===== src/rtl/ssf_pkg.sv =====
/*
  Shared definitions of the synchronous serial frame engine: widths, pin and
  configuration carriers, state encoding and the fixed constants of the shifter.
  Assumes nothing of its surroundings beyond a SystemVerilog compiler.
*/
package ssf_pkg;

  // ----------------------------------------------------------------------------
  // Widths and depths
  // ----------------------------------------------------------------------------
  localparam int SSF_DATA_W = 16;
  localparam int SSF_FIFO_DEPTH = 16;
  localparam int SSF_CNT_W = 16;

  // ----------------------------------------------------------------------------
  // Field values and fixed positions
  // ----------------------------------------------------------------------------
  localparam logic SSF_FMT_PULSED = 1'h0;
  localparam logic SSF_FMT_SPI = 1'h1;
  localparam logic [3:0] SSF_SIZE_MIN_M1 = 4'h3;
  localparam logic [3:0] SSF_MSB = 4'hf;
  localparam logic [6:0] SSF_PRE_HALF_MIN = 7'h01;
  localparam logic [15:0] SSF_ONE = 16'h0001;

  // ----------------------------------------------------------------------------
  // Carriers
  // ----------------------------------------------------------------------------
  typedef struct packed {
    logic enable;
    logic master;
    logic format;
    logic clock_polarity_bit;
    logic clock_phase_bit;
    logic [3:0] size_m1;
    logic [7:0] prescale_divisor;
    logic [7:0] clock_rate_field;
  } ssf_cfg_s;

  typedef struct packed {
    logic serial_clock_pin;
    logic serial_clock_oe_n;
    logic frame_select_pin;
    logic frame_select_oe_n;
    logic serial_out_pin;
    logic serial_out_oe_n;
  } ssf_pins_s;

  typedef enum logic [2:0] {
    SSF_IDLE = 3'b000,
    SSF_PULSE = 3'b001,
    SSF_LEAD = 3'b010,
    SSF_BITS = 3'b011,
    SSF_TAIL = 3'b100,
    SSF_HOLD = 3'b101,
    SSF_GAP = 3'b110
  } ssf_state_e;

endpackage : ssf_pkg


===== src/rtl/ssf_fifo.sv =====
/*
  Synchronous first-in first-out buffer with valid and ready on both sides.
  Assumes a single clock, a synchronous active-low reset and a clock enable
  that freezes every register while it is low.
*/
`timescale 1ns/1ps
module ssf_fifo
  import ssf_pkg::*;
#(
  parameter int WIDTH = SSF_DATA_W,
  parameter int DEPTH = SSF_FIFO_DEPTH
) (
  // Clock, reset and enable
  input wire logic core_clk,
  input wire logic rstn,
  input wire logic clk_en,
  // Fill side
  input wire logic in_valid,
  output logic in_ready,
  input wire logic [WIDTH-1:0] in_data,
  // Drain side
  output logic out_valid,
  input wire logic out_ready,
  output logic [WIDTH-1:0] out_data
);

  localparam int AW = $clog2(DEPTH);
  localparam logic [AW:0] FULL = (AW+1)'(DEPTH);
  localparam logic [AW-1:0] LAST = AW'(DEPTH - 1);

  logic [WIDTH-1:0] mem [DEPTH];
  logic [AW-1:0] wr_ptr;
  logic [AW-1:0] rd_ptr;
  logic [AW:0] count;
  wire do_wr = clk_en & in_valid & in_ready;
  wire do_rd = clk_en & out_valid & out_ready;

  assign in_ready = count != FULL;
  assign out_valid = count != '0;
  assign out_data = mem[rd_ptr];

  always_ff @(posedge core_clk) begin
    if (do_wr) begin
      mem[wr_ptr] <= in_data;
    end
  end

  always_ff @(posedge core_clk) begin
    if (!rstn) begin
      wr_ptr <= '0;
      rd_ptr <= '0;
      count <= '0;
    end else begin
      if (do_wr) begin
        wr_ptr <= (wr_ptr == LAST) ? '0 : wr_ptr + 1'b1;
      end
      if (do_rd) begin
        rd_ptr <= (rd_ptr == LAST) ? '0 : rd_ptr + 1'b1;
      end
      if (do_wr && !do_rd) begin
        count <= count + 1'b1;
      end else if (do_rd && !do_wr) begin
        count <= count - 1'b1;
      end
    end
  end

endmodule : ssf_fifo


===== src/rtl/ssf_frame_engine.sv =====
/*
  Frame engine of a synchronous serial port: pulsed-frame and four-mode SPI
  sequencing of serial clock, frame select and data, with a transmit FIFO and a
  receive FIFO between the word streams and the shifter.
  Assumes configuration is changed only while the port is disabled, and that
  the serial input pin is asynchronous to core_clk.
*/
// Contract
// - Pulsed format idle: clock and frame select low, serial output released.
// - Pulsed format: frame select high one clock period; word loaded into shifter.
// - Pulsed format: MSB driven on the rising clock edge after the pulse.
// - Pulsed format: incoming bits sampled on falling clock edges.
// - Pulsed format: received word passed to receive FIFO after LSB sampled.
// - SPI: polarity bit sets the idle clock level, low for 0, high for 1.
// - SPI: phase 0 samples on first clock transition, phase 1 on second.
// - SPI idle: frame select high and serial output driven low.
// - SPI idle: clock driver enabled as master, disabled as slave.
// - SPI: enabled with data queued, master drops frame select, enables output.
// - SPI phase 0: first bit half period after select falls, edge half later.
// - SPI polarity 0 phase 0: sample rising, change falling.
// - SPI phase 0: frame select pulsed high between back-to-back words.
// - SPI phase 0: frame select high one clock period after the last bit is sampled.
// - SPI phase 1: first bits and first clock edge half period after select falls.
// - SPI polarity 0 phase 1: sample falling, change rising.
// - SPI phase 1: frame select stays low between back-to-back words.
// - SPI polarity 1 phase 0: sample falling, change rising.
// - SPI polarity 1 phase 1: sample rising, change falling.
// - Frames are 4 to 16 bits, most significant bit first.
// - Clock stays idle between words, toggles only during transfers.
// - Master clock is core clock over even prescale times one plus rate.
`timescale 1ns/1ps
module ssf_frame_engine
  import ssf_pkg::*;
#(
  parameter int FIFO_DEPTH = SSF_FIFO_DEPTH
) (
  // Clock, reset and enable
  input wire logic core_clk,
  input wire logic rstn,
  input wire logic clk_en,
  // Configuration
  input wire ssf_cfg_s cfg,
  // Transmit word stream
  input wire logic tx_valid,
  output logic tx_ready,
  input wire logic [SSF_DATA_W-1:0] tx_data,
  // Receive word stream
  output logic rx_valid,
  input wire logic rx_ready,
  output logic [SSF_DATA_W-1:0] rx_data,
  // Serial pins
  output ssf_pins_s pins,
  input wire logic serial_in_pin,
  // Status
  output logic busy
);

  // ----------------------------------------------------------------------------
  // State
  // ----------------------------------------------------------------------------
  ssf_state_e st;
  logic half;
  logic [3:0] bit_cnt;
  logic [SSF_CNT_W-1:0] cnt;
  logic [SSF_DATA_W-1:0] shift_tx;
  logic [SSF_DATA_W-1:0] shift_rx;
  logic sck;
  logic sck_oe_n;
  logic fss;
  logic fss_oe_n;
  logic sdo;
  logic sdo_oe_n;
  logic in_meta;
  logic in_sync;

  // ----------------------------------------------------------------------------
  // FIFOs
  // ----------------------------------------------------------------------------
  logic txf_valid;
  logic txf_ready;
  logic [SSF_DATA_W-1:0] txf_data;
  logic rxf_valid;
  logic rxf_ready;

  ssf_fifo #(
    .WIDTH(SSF_DATA_W),
    .DEPTH(FIFO_DEPTH)
  ) u_tx_fifo (
    .core_clk(core_clk),
    .rstn(rstn),
    .clk_en(clk_en),
    .in_valid(tx_valid),
    .in_ready(tx_ready),
    .in_data(tx_data),
    .out_valid(txf_valid),
    .out_ready(txf_ready),
    .out_data(txf_data)
  );

  // The engine parks in the hold state until the receive FIFO has room, so a
  // stalled reader stops the link rather than losing words.
  ssf_fifo #(
    .WIDTH(SSF_DATA_W),
    .DEPTH(FIFO_DEPTH)
  ) u_rx_fifo (
    .core_clk(core_clk),
    .rstn(rstn),
    .clk_en(clk_en),
    .in_valid(rxf_valid),
    .in_ready(rxf_ready),
    .in_data(shift_rx),
    .out_valid(rx_valid),
    .out_ready(rx_ready),
    .out_data(rx_data)
  );

  // ----------------------------------------------------------------------------
  // Decode
  // ----------------------------------------------------------------------------
  wire spi = cfg.format == SSF_FMT_SPI;
  // Phase 0 samples on the leading edge; phase 1 and the pulsed format on the
  // trailing edge, so both share one bit loop.
  wire samp_lead = spi & ~cfg.clock_phase_bit;
  wire idle_lvl = spi & cfg.clock_polarity_bit;
  wire act_lvl = ~idle_lvl;
  wire [3:0] size_eff = (cfg.size_m1 < SSF_SIZE_MIN_M1) ? SSF_SIZE_MIN_M1 : cfg.size_m1;
  wire [3:0] pad = SSF_MSB - size_eff;
  wire last_bit = bit_cnt == size_eff;
  wire go = cfg.enable & cfg.master & txf_valid;

  // Half-period divider: the prescale is even, so half of it times 1 + rate.
  wire [6:0] pre_half_raw = cfg.prescale_divisor[7:1];
  wire [6:0] pre_half = (pre_half_raw == '0) ? SSF_PRE_HALF_MIN : pre_half_raw;
  wire [SSF_CNT_W-1:0] half_len = SSF_CNT_W'(pre_half) * (SSF_CNT_W'(cfg.clock_rate_field) + SSF_ONE);
  wire [SSF_CNT_W-1:0] half_m1 = half_len - SSF_ONE;
  wire tick = cnt == '0;

  wire in_idle = st == SSF_IDLE;
  wire in_hold = st == SSF_HOLD;
  wire in_bits = st == SSF_BITS;
  wire load_now = (in_idle & go) | (in_hold & rxf_ready & go);
  assign txf_ready = load_now;
  assign rxf_valid = in_hold;

  // Events that move data, each at a half-period boundary.
  wire lead_done = st == SSF_LEAD && (!samp_lead || half);
  wire ev_lead = tick & ((in_bits & half & ~last_bit) | lead_done | (st == SSF_PULSE && half));
  wire ev_trail = tick & in_bits & ~half;
  wire ev_sample = samp_lead ? ev_lead : ev_trail;
  wire ev_first = samp_lead ? (tick & st == SSF_LEAD & ~half) : (ev_lead & ~in_bits);
  wire ev_next = samp_lead ? (ev_trail & ~last_bit) : (ev_lead & in_bits);

  assign busy = ~in_idle;

  // ----------------------------------------------------------------------------
  // Pins
  // ----------------------------------------------------------------------------
  assign pins = '{
    serial_clock_pin: sck,
    serial_clock_oe_n: sck_oe_n,
    frame_select_pin: fss,
    frame_select_oe_n: fss_oe_n,
    serial_out_pin: sdo,
    serial_out_oe_n: sdo_oe_n
  };

  // ----------------------------------------------------------------------------
  // Input synchroniser
  // ----------------------------------------------------------------------------
  always_ff @(posedge core_clk) begin
    if (!rstn) begin
      in_meta <= 1'b0;
      in_sync <= 1'b0;
    end else if (clk_en) begin
      in_meta <= serial_in_pin;
      in_sync <= in_meta;
    end
  end

  // ----------------------------------------------------------------------------
  // Half-period counter
  // ----------------------------------------------------------------------------
  // Restarted whenever the engine waits, so every half after a start is full.
  always_ff @(posedge core_clk) begin
    if (!rstn) begin
      cnt <= '0;
    end else if (clk_en) begin
      cnt <= (in_idle || in_hold || tick) ? half_m1 : cnt - SSF_ONE;
    end
  end

  // ----------------------------------------------------------------------------
  // Shifters
  // ----------------------------------------------------------------------------
  always_ff @(posedge core_clk) begin
    if (!rstn) begin
      shift_tx <= '0;
      shift_rx <= '0;
      bit_cnt <= '0;
      sdo <= 1'b0;
    end else if (clk_en) begin
      if (load_now) begin
        shift_tx <= txf_data << pad;
        shift_rx <= '0;
        bit_cnt <= '0;
      end else if (ev_next) begin
        shift_tx <= shift_tx << 1;
      end
      if (in_idle) begin
        sdo <= 1'b0;
      end else if (ev_first) begin
        sdo <= shift_tx[SSF_MSB];
      end else if (ev_next) begin
        sdo <= shift_tx[SSF_MSB-1];
      end
      if (ev_sample) begin
        shift_rx <= {shift_rx[SSF_DATA_W-2:0], in_sync};
      end
      if (ev_lead & in_bits) begin
        bit_cnt <= bit_cnt + 1'b1;
      end
    end
  end

  // ----------------------------------------------------------------------------
  // Sequencer
  // ----------------------------------------------------------------------------
  always_ff @(posedge core_clk) begin
    if (!rstn) begin
      st <= SSF_IDLE;
      half <= 1'b0;
      sck <= 1'b0;
      sck_oe_n <= 1'b1;
      fss <= 1'b1;
      fss_oe_n <= 1'b1;
      sdo_oe_n <= 1'b1;
    end else if (clk_en) begin
      case (st)
        SSF_IDLE: begin
          sck <= idle_lvl;
          sck_oe_n <= ~cfg.master;
          fss <= spi;
          fss_oe_n <= ~cfg.master;
          sdo_oe_n <= ~spi;
          half <= 1'b0;
          if (load_now) begin
            st <= spi ? SSF_LEAD : SSF_PULSE;
            fss <= ~spi;
            sck <= spi ? idle_lvl : 1'b1;
            sdo_oe_n <= 1'b0;
          end
        end
        SSF_PULSE: begin
          if (tick) begin
            if (!half) begin
              half <= 1'b1;
              sck <= 1'b0;
            end else begin
              st <= SSF_BITS;
              half <= 1'b0;
              fss <= 1'b0;
              sck <= 1'b1;
            end
          end
        end
        SSF_LEAD: begin
          if (tick) begin
            if (samp_lead && !half) begin
              half <= 1'b1;
            end else begin
              st <= SSF_BITS;
              half <= 1'b0;
              sck <= act_lvl;
            end
          end
        end
        SSF_BITS: begin
          if (tick) begin
            if (!half) begin
              half <= 1'b1;
              sck <= idle_lvl;
            end else if (last_bit) begin
              // Phase 0 sampled at the start of this period, so select may
              // rise now; otherwise one more half is still owed.
              st <= samp_lead ? SSF_HOLD : SSF_TAIL;
              fss <= samp_lead ? 1'b1 : fss;
            end else begin
              half <= 1'b0;
              sck <= act_lvl;
            end
          end
        end
        SSF_TAIL: begin
          if (tick) begin
            st <= SSF_HOLD;
          end
        end
        SSF_HOLD: begin
          half <= 1'b0;
          if (rxf_ready) begin
            if (go) begin
              if (!spi) begin
                st <= SSF_PULSE;
                fss <= 1'b1;
                sck <= 1'b1;
              end else if (cfg.clock_phase_bit) begin
                st <= SSF_LEAD;
              end else begin
                st <= SSF_GAP;
              end
            end else begin
              st <= SSF_IDLE;
              fss <= spi;
              sck <= idle_lvl;
              sdo_oe_n <= ~spi;
            end
          end
        end
        SSF_GAP: begin
          if (tick) begin
            st <= SSF_LEAD;
            fss <= 1'b0;
          end
        end
        default: begin
          st <= SSF_IDLE;
        end
      endcase
    end
  end

endmodule : ssf_frame_engine


===== config.mk =====
export PLATFORM = sky130hd
export DESIGN_NAME = ssf_frame_engine
export DESIGN_NICKNAME = d
export VERILOG_FILES = /design/src/rtl/ssf_pkg.sv /design/src/rtl/ssf_fifo.sv /design/src/rtl/ssf_frame_engine.sv
export SDC_FILE = /design/constraint.sdc
export NUM_CORES = 1
export LEC_CHECK = 0
export ABC_AREA = 1
export BUFFER_PORTS_ARGS = -buffer_cell sky130_fd_sc_hd__buf_2
export CORE_MARGIN = 2
export CORE_UTILIZATION = 48
export CTS_BUF_LIST = sky130_fd_sc_hd__clkbuf_4
export CTS_CLUSTER_SIZE = 28
export DETAILED_ROUTE_END_ITERATION = 10
export GPL_TIMING_DRIVEN = 0
export PLACE_DENSITY_LB_ADDON = 0.08
export SYNTH_ARGS = -nofsm -noshare
export SYNTH_HDL_FRONTEND = slang
export SYNTH_SLANG_ARGS = --single-unit
export TNS_END_PERCENT = 20

===== constraint.sdc =====
create_clock -name core_clk -period 5.2 [get_ports core_clk]
set_clock_uncertainty 0.1 [all_clocks]
set_input_delay 0 -clock core_clk [delete_from_list [all_inputs] [get_ports core_clk]]
set_output_delay 0 -clock core_clk [all_outputs]
set_load 0.03 [all_outputs]

# Yosys cells after proc, flatten, opt, wreduce, memory -nomap -nowiden
# Memories as Yosys holds them, arrays and structs flattened. A register that Yosys moved wholly into a read port is not among the register bits.
# Index checks and enable logic that the tools add are counted.
# W data, S select, Z words.
# op_classes
n_shift,1
n_mul,1
order_cmp,1
n_reduce_logical,42
mux,84
n_bitwise,36
n_addsub,13
eq_ne,28
# op_table
cell,count
$mux W16,5
$mux W4,11
$mux W1,43
$mux W3,14
$sub A16 B1 Y16 const B,2
$and A1 B1 Y1,25
$ne A2 B2 Y1 const B,12
$pmux W3 S7,1
$add A4 B1 Y4 const B,5
$mux W5,4
$reduce_bool A5 Y1,4
$eq A4 B4 Y1 const B,4
$logic_not A16 Y1,1
$mul A7 B9 Y16,1
$shl A16 B4 Y16,1
$reduce_and A12 Y1,1
$reduce_bool A2 Y1,6
$reduce_and A11 Y1,1
$add A5 B1 Y5 const B,2
$ne A5 B5 Y1 const B,2
$pmux W1 S5,2
$reduce_and A2 Y1,5
$sub A5 B1 Y5 const B,2
$add A8 B1 Y9 const B,1
other kinds (25),51
# word_totals
register_bits,89
input_bits,47
elab_cells,227
mem_count,2
ram_bits,512
# memory_table
memory,depth,width,read_ports,rd_clocked_by_memory_dff,wr,line_no,source
u_rx_fifo.mem,16,16,1,1,1,ssf_fifo.sv:31,logic [WIDTH-1:0] mem [DEPTH];
u_tx_fifo.mem,16,16,1,1,1,ssf_fifo.sv:31,

# Depth between registers and ports, before layout
# logic_depth
depth_word,13
depth_mapped,22

# By module
# From an unflattened synthesis, not the netlist that was laid out.
# hier_totals
hier_cells,3182
area_unflattened_um2,29701.0
# by_module_without_submodules
mod,cells_per_inst,seq_area_each_um2,n_inst,area_each_um2
ssf_fifo (u_rx_fifo),1102,8027.7,1,11624.9
ssf_fifo (u_tx_fifo),1100,8027.7,1,11512.3
ssf_frame_engine,980,1261.2,1,6563.8

# Worst setup path before layout
# No wires, ideal clock.
# synth_path
path_kind,input to register
startpoint,input cfg[0] (netlist name)
endpoint,register cnt[11]
slack_ps,966
cell_stages,21
t_arrival_ps,4015
n_path_buf,0
setup_ps,120
required_ps,4980
path_cell_list,ha_1 > nand2_1 > o21ai_0 > nand2_1 > inv_1 > nand2_1 > fa_1 > fa_1 > inv_1 > fa_1 > inv_1 > fa_1 > inv_1 > ha_1 > a21oi_1 > o21ai_0 > a21oi_1 > o21ai_0 > or2_2 > nand3_1 > a21oi_1
# synth_between
elab_chain_cells,4
# synth_lines
element,line_no,source
start: declaration,ssf_frame_engine.sv:42,"input wire ssf_cfg_s cfg,"
$add A8 B1 Y9,ssf_frame_engine.sv:134,wire [SSF_CNT_W-1:0] half_len = SSF_CNT_W'(pre_half) * (SSF_CNT_W'(cfg.clock_rate_field) + SSF_ONE);
$mul A7 B9 Y16,ssf_frame_engine.sv:134,
$sub A16 B1 Y16,ssf_frame_engine.sv:135,wire [SSF_CNT_W-1:0] half_m1 = half_len - SSF_ONE;
$mux W16,ssf_frame_engine.sv:188,cnt <= (in_idle || in_hold || tick) ? half_m1 : cnt - SSF_ONE;
end signal: assignment,ssf_frame_engine.sv:188,
end: declaration,ssf_frame_engine.sv:64,logic [SSF_CNT_W-1:0] cnt;
# Every way passes these cells.
# A chain may end at the register's enable or synchronous reset.

# Worst setup path in the final report
# layout_path
startpoint,input cfg[0] (netlist name)
endpoint,register cnt[15]
# Same word-level chain as after synthesis.

==> run summary <==
initial antenna violation count: 2
First DRT Iteration DRCs: 2,203
Final setup viols: 0
latest clock arrival within the worst-skew pair: 1020 ps
DPL Wire Length: 56,250 µm
clock buffer depth: 3
Min Clock Period, post-route: 4572 ps
CTS Root Cell: clkbuf_4
WHS Endpoint: u_rx_fifo.rd_ptr[1]$_SDFFE_PN0P_
ANT nets after route: 0
synth cell count leaders: 516 x nand2_1, 512 x edfxtp_1, 307 x inv_1, 270 x nand3_1, 216 x nor2_1
post-place setup slack: 169.0 ps
most common cell in the synthesized netlist: nand2_1
drt via density: 5.536
Async SR Flop Fraction: 0
clock-pin slew on the worst setup and hold paths: 70 ps
flops & latches, synth: 609
slowest cell on the critical path: dlygate4sd3_1
Worst EP arrival: 5390 ps
Overflow after GRT: 0
Net Count, Synth: 2,955
Die X-Extent: 249.3 µm
Port-buffer cells: 67
worst-case headroom to the max-slew limit: 0.3520
total CTS buffers: 161
Yosys warnings: 0
die footprint: 62,140 µm²
Crit Path Class: in2reg
HP Start: rx_ready
clk sink count: 609
Final nets: 3,301
Initial Util: 0.4875
TritonCTS clock tree: done
Pre-Repair DR Iteration Count: 6
largest net degree at the start of global routing: 19
Syn Area/Cell: 10.29 µm²
Cells on Worst Hold Path: 5
worst-path cell chain: dlygate4sd3_1 -> buf_2 -> ha_1 -> nand2_1 -> o21ai_0 -> nand2_1 -> inv_1 -> nand2_1 -> fa_1 -> fa_1 -> inv_1 -> fa_1 -> inv_1 -> fa_1 -> inv_1 -> ha_1 -> a21oi_1 -> o21ai_0 -> a21oi_1 -> o21ai_0 -> nand2_1 -> a21oi_1 -> nand3b_1 -> a21oi_1
Post-CTS Setup Inserts: 0
slowest stage delay, CP: 550 ps
Sum Neg Setup Slack: 0 ps
synthesized area: 28,880 µm²
Layout Utilization: 0.5677
reg2reg setup slack: 1220 ps
GRT Total Usage: 0.2687
first-pass GRT wire length: 126,800 µm
Top FF cell, synth: edfxtp_1
routability cong.: 0.9121
CTS resizes: 0
fmax: 218.7 MHz
MaxCap Viol Count: 0
r2r worst-path depth: 14
Final WS setup: 628.1 ps
core area: 59,240 µm²
H-Tree Depth: 4
DRC errors left: 0
die height: 249.3 µm
drt total wl: 83,150 µm
area delta synth->final: 16.46%
Vias: 22,343
vias in the first global route: 21,785
synth unique cells: 54
total power draw: 13.83 mW
row count: 89
Tightest Pin Transition: 972.0 ps
register area share after synthesis: 0.5996
Pwr Density: 411.1 nW/µm²
Max Slew Vio Count: 0
Top Ports: 72
final hold viol count: 0
area share of the largest cell type after synthesis: 0.5324
status: complete, no violations
Hold Buf Count CTS: 86
WP data required: 6020 ps
startpoint type of the worst setup path: input pin
worst vdd ir: 0.2347 mV
HP Class: in2reg
share of cells above drive strength 1: 0.1450
Yosys top cell by area: edfxtp_1
nature of the critical path endpoint: flip-flop
Worst R2R End: shift_tx[12]$_SDFFE_PN0P_
Avg WL per Cell: 20.60 µm
Post-synth EDFFs: 512
Crit Path Max Fanout: 8
LEAKAGE: 13.27 nW
setup repair after global routing missed its margin: no
top post-synthesis cells by area: edfxtp_1 53%, dfxtp_1 6.7%, nand2_1 6.7%
Post-Syn Instances: 2,807
period utilization: 0.8792
==> power breakdown <==
part	internal, mW	switching [mW]
sequential	5.41	0.140
combinational	1.46	2.71
clock	2.15	1.96
total	9.01	4.82
==> cell usage in the layout (no fill, tap or decap), types with 18 or more instances in the layout <==
cell type,Yosys,final
nand2_1,516,516
edfxtp_1,512,512
inv_1,307,307
nand3_1,270,270
clkbuf_4,0,234
nor2_1,216,184
o21ai_0,174,174
a21oi_1,141,141
dfxtp_1,97,97
buf_2,27,94
dlygate4sd3_1,0,86
o211ai_1,82,82
clkbuf_1,79,79
mux2i_1,64,64
ha_1,60,60
fa_1,41,41
nor2_2,6,36
inv_2,24,27
o21ai_1,25,25
buf_8,0,23
nand4_1,22,22
clkinv_1,4,21
buf_1,18,18
xor2_1,18,18
==> registers in the layout (all words and copies together) (netlist names), named ones only <==
signal and flops:
u_rx_fifo.count 5, u_tx_fifo.rd_ptr 4, sck 1, fss_oe_n 1, u_rx_fifo.rd_ptr 4, u_rx_fifo.mem 256, in_sync 1, u_tx_fifo.wr_ptr 4
in_meta 1, half 1, fss 1, u_tx_fifo.count 5, st 3, bit_cnt 4, shift_rx 16, u_tx_fifo.mem 256
cnt 16, sdo 1, sdo_oe_n 1, shift_tx 16, u_rx_fifo.wr_ptr 4
==> through the flow <==
stage          hold WS [ps]  cell area [µm²]  instances
4_1_cts              0.3419            33610       4028
3_5_place_dp          183.1            30790       3677
5_1_grt               37.39            33630       4036
2_1_floorplan        -1.131            28880       2807
3_3_place_gp          176.3            30180       3647
6_report              79.44            33630       4036
==> worst max-delay path, delay by kind of cell <==
kind,cells,cell delay [ps]
compound gates,7,1120
simple gates,5,600
fa+ha+maj,6,2610
buf+inv,6,1080
==> layout make-up <==
class / count / area [µm²]
timing repair buffer: 183 / 1718
sequential: 609 / 17320
clock buffer: 234 / 1757
tap: 773 / 967.2
inverter: 335 / 1257
buffer: 136 / 604.3
antenna: 8 / 20.02
multi-input combinational: 1727 / 9791
fill: 5278 / 25610
clock inverter: 31 / 202.7
==> how the worst max path moves through the flow <==
stage / to / from
final: cnt[15]$_SDFFE_PN0P_ / cfg[0]
after global routing: cnt[15]$_SDFFE_PN0P_ / cfg[0]
after detailed placement: cnt[15]$_SDFFE_PN0P_ / cfg[0]
after CTS: cnt[15]$_SDFFE_PN0P_ / cfg[0]
after floorplan: cnt[11]$_SDFFE_PN0P_ / cfg[0]
after global placement: cnt[15]$_SDFFE_PN0P_ / cfg[0]
==> metal layers <==
metal / vias up / share of wire / GRT usage
li1: 10413 / - / -
met1: 10826 / 0.44 / 0.3735
met2: 973 / 0.45 / 0.4171
met3: 131 / 0.090 / 0.06479
met4: 0 / 0.022 / 0.08554
met5: - / 0 / 0
==> logic make-up after synthesis <==
group,share of synthesized area
AND/OR/NAND/NOR,0.1618
buffers and inverters,0.06447
multiplexers,0.02218
flip-flops,0.5996
AO/OA/AOI/OAI,0.08904
adder cells (fa/ha/maj),0.05442
XOR/XNOR,0.008449
Power figures use the tool's default switching activity.
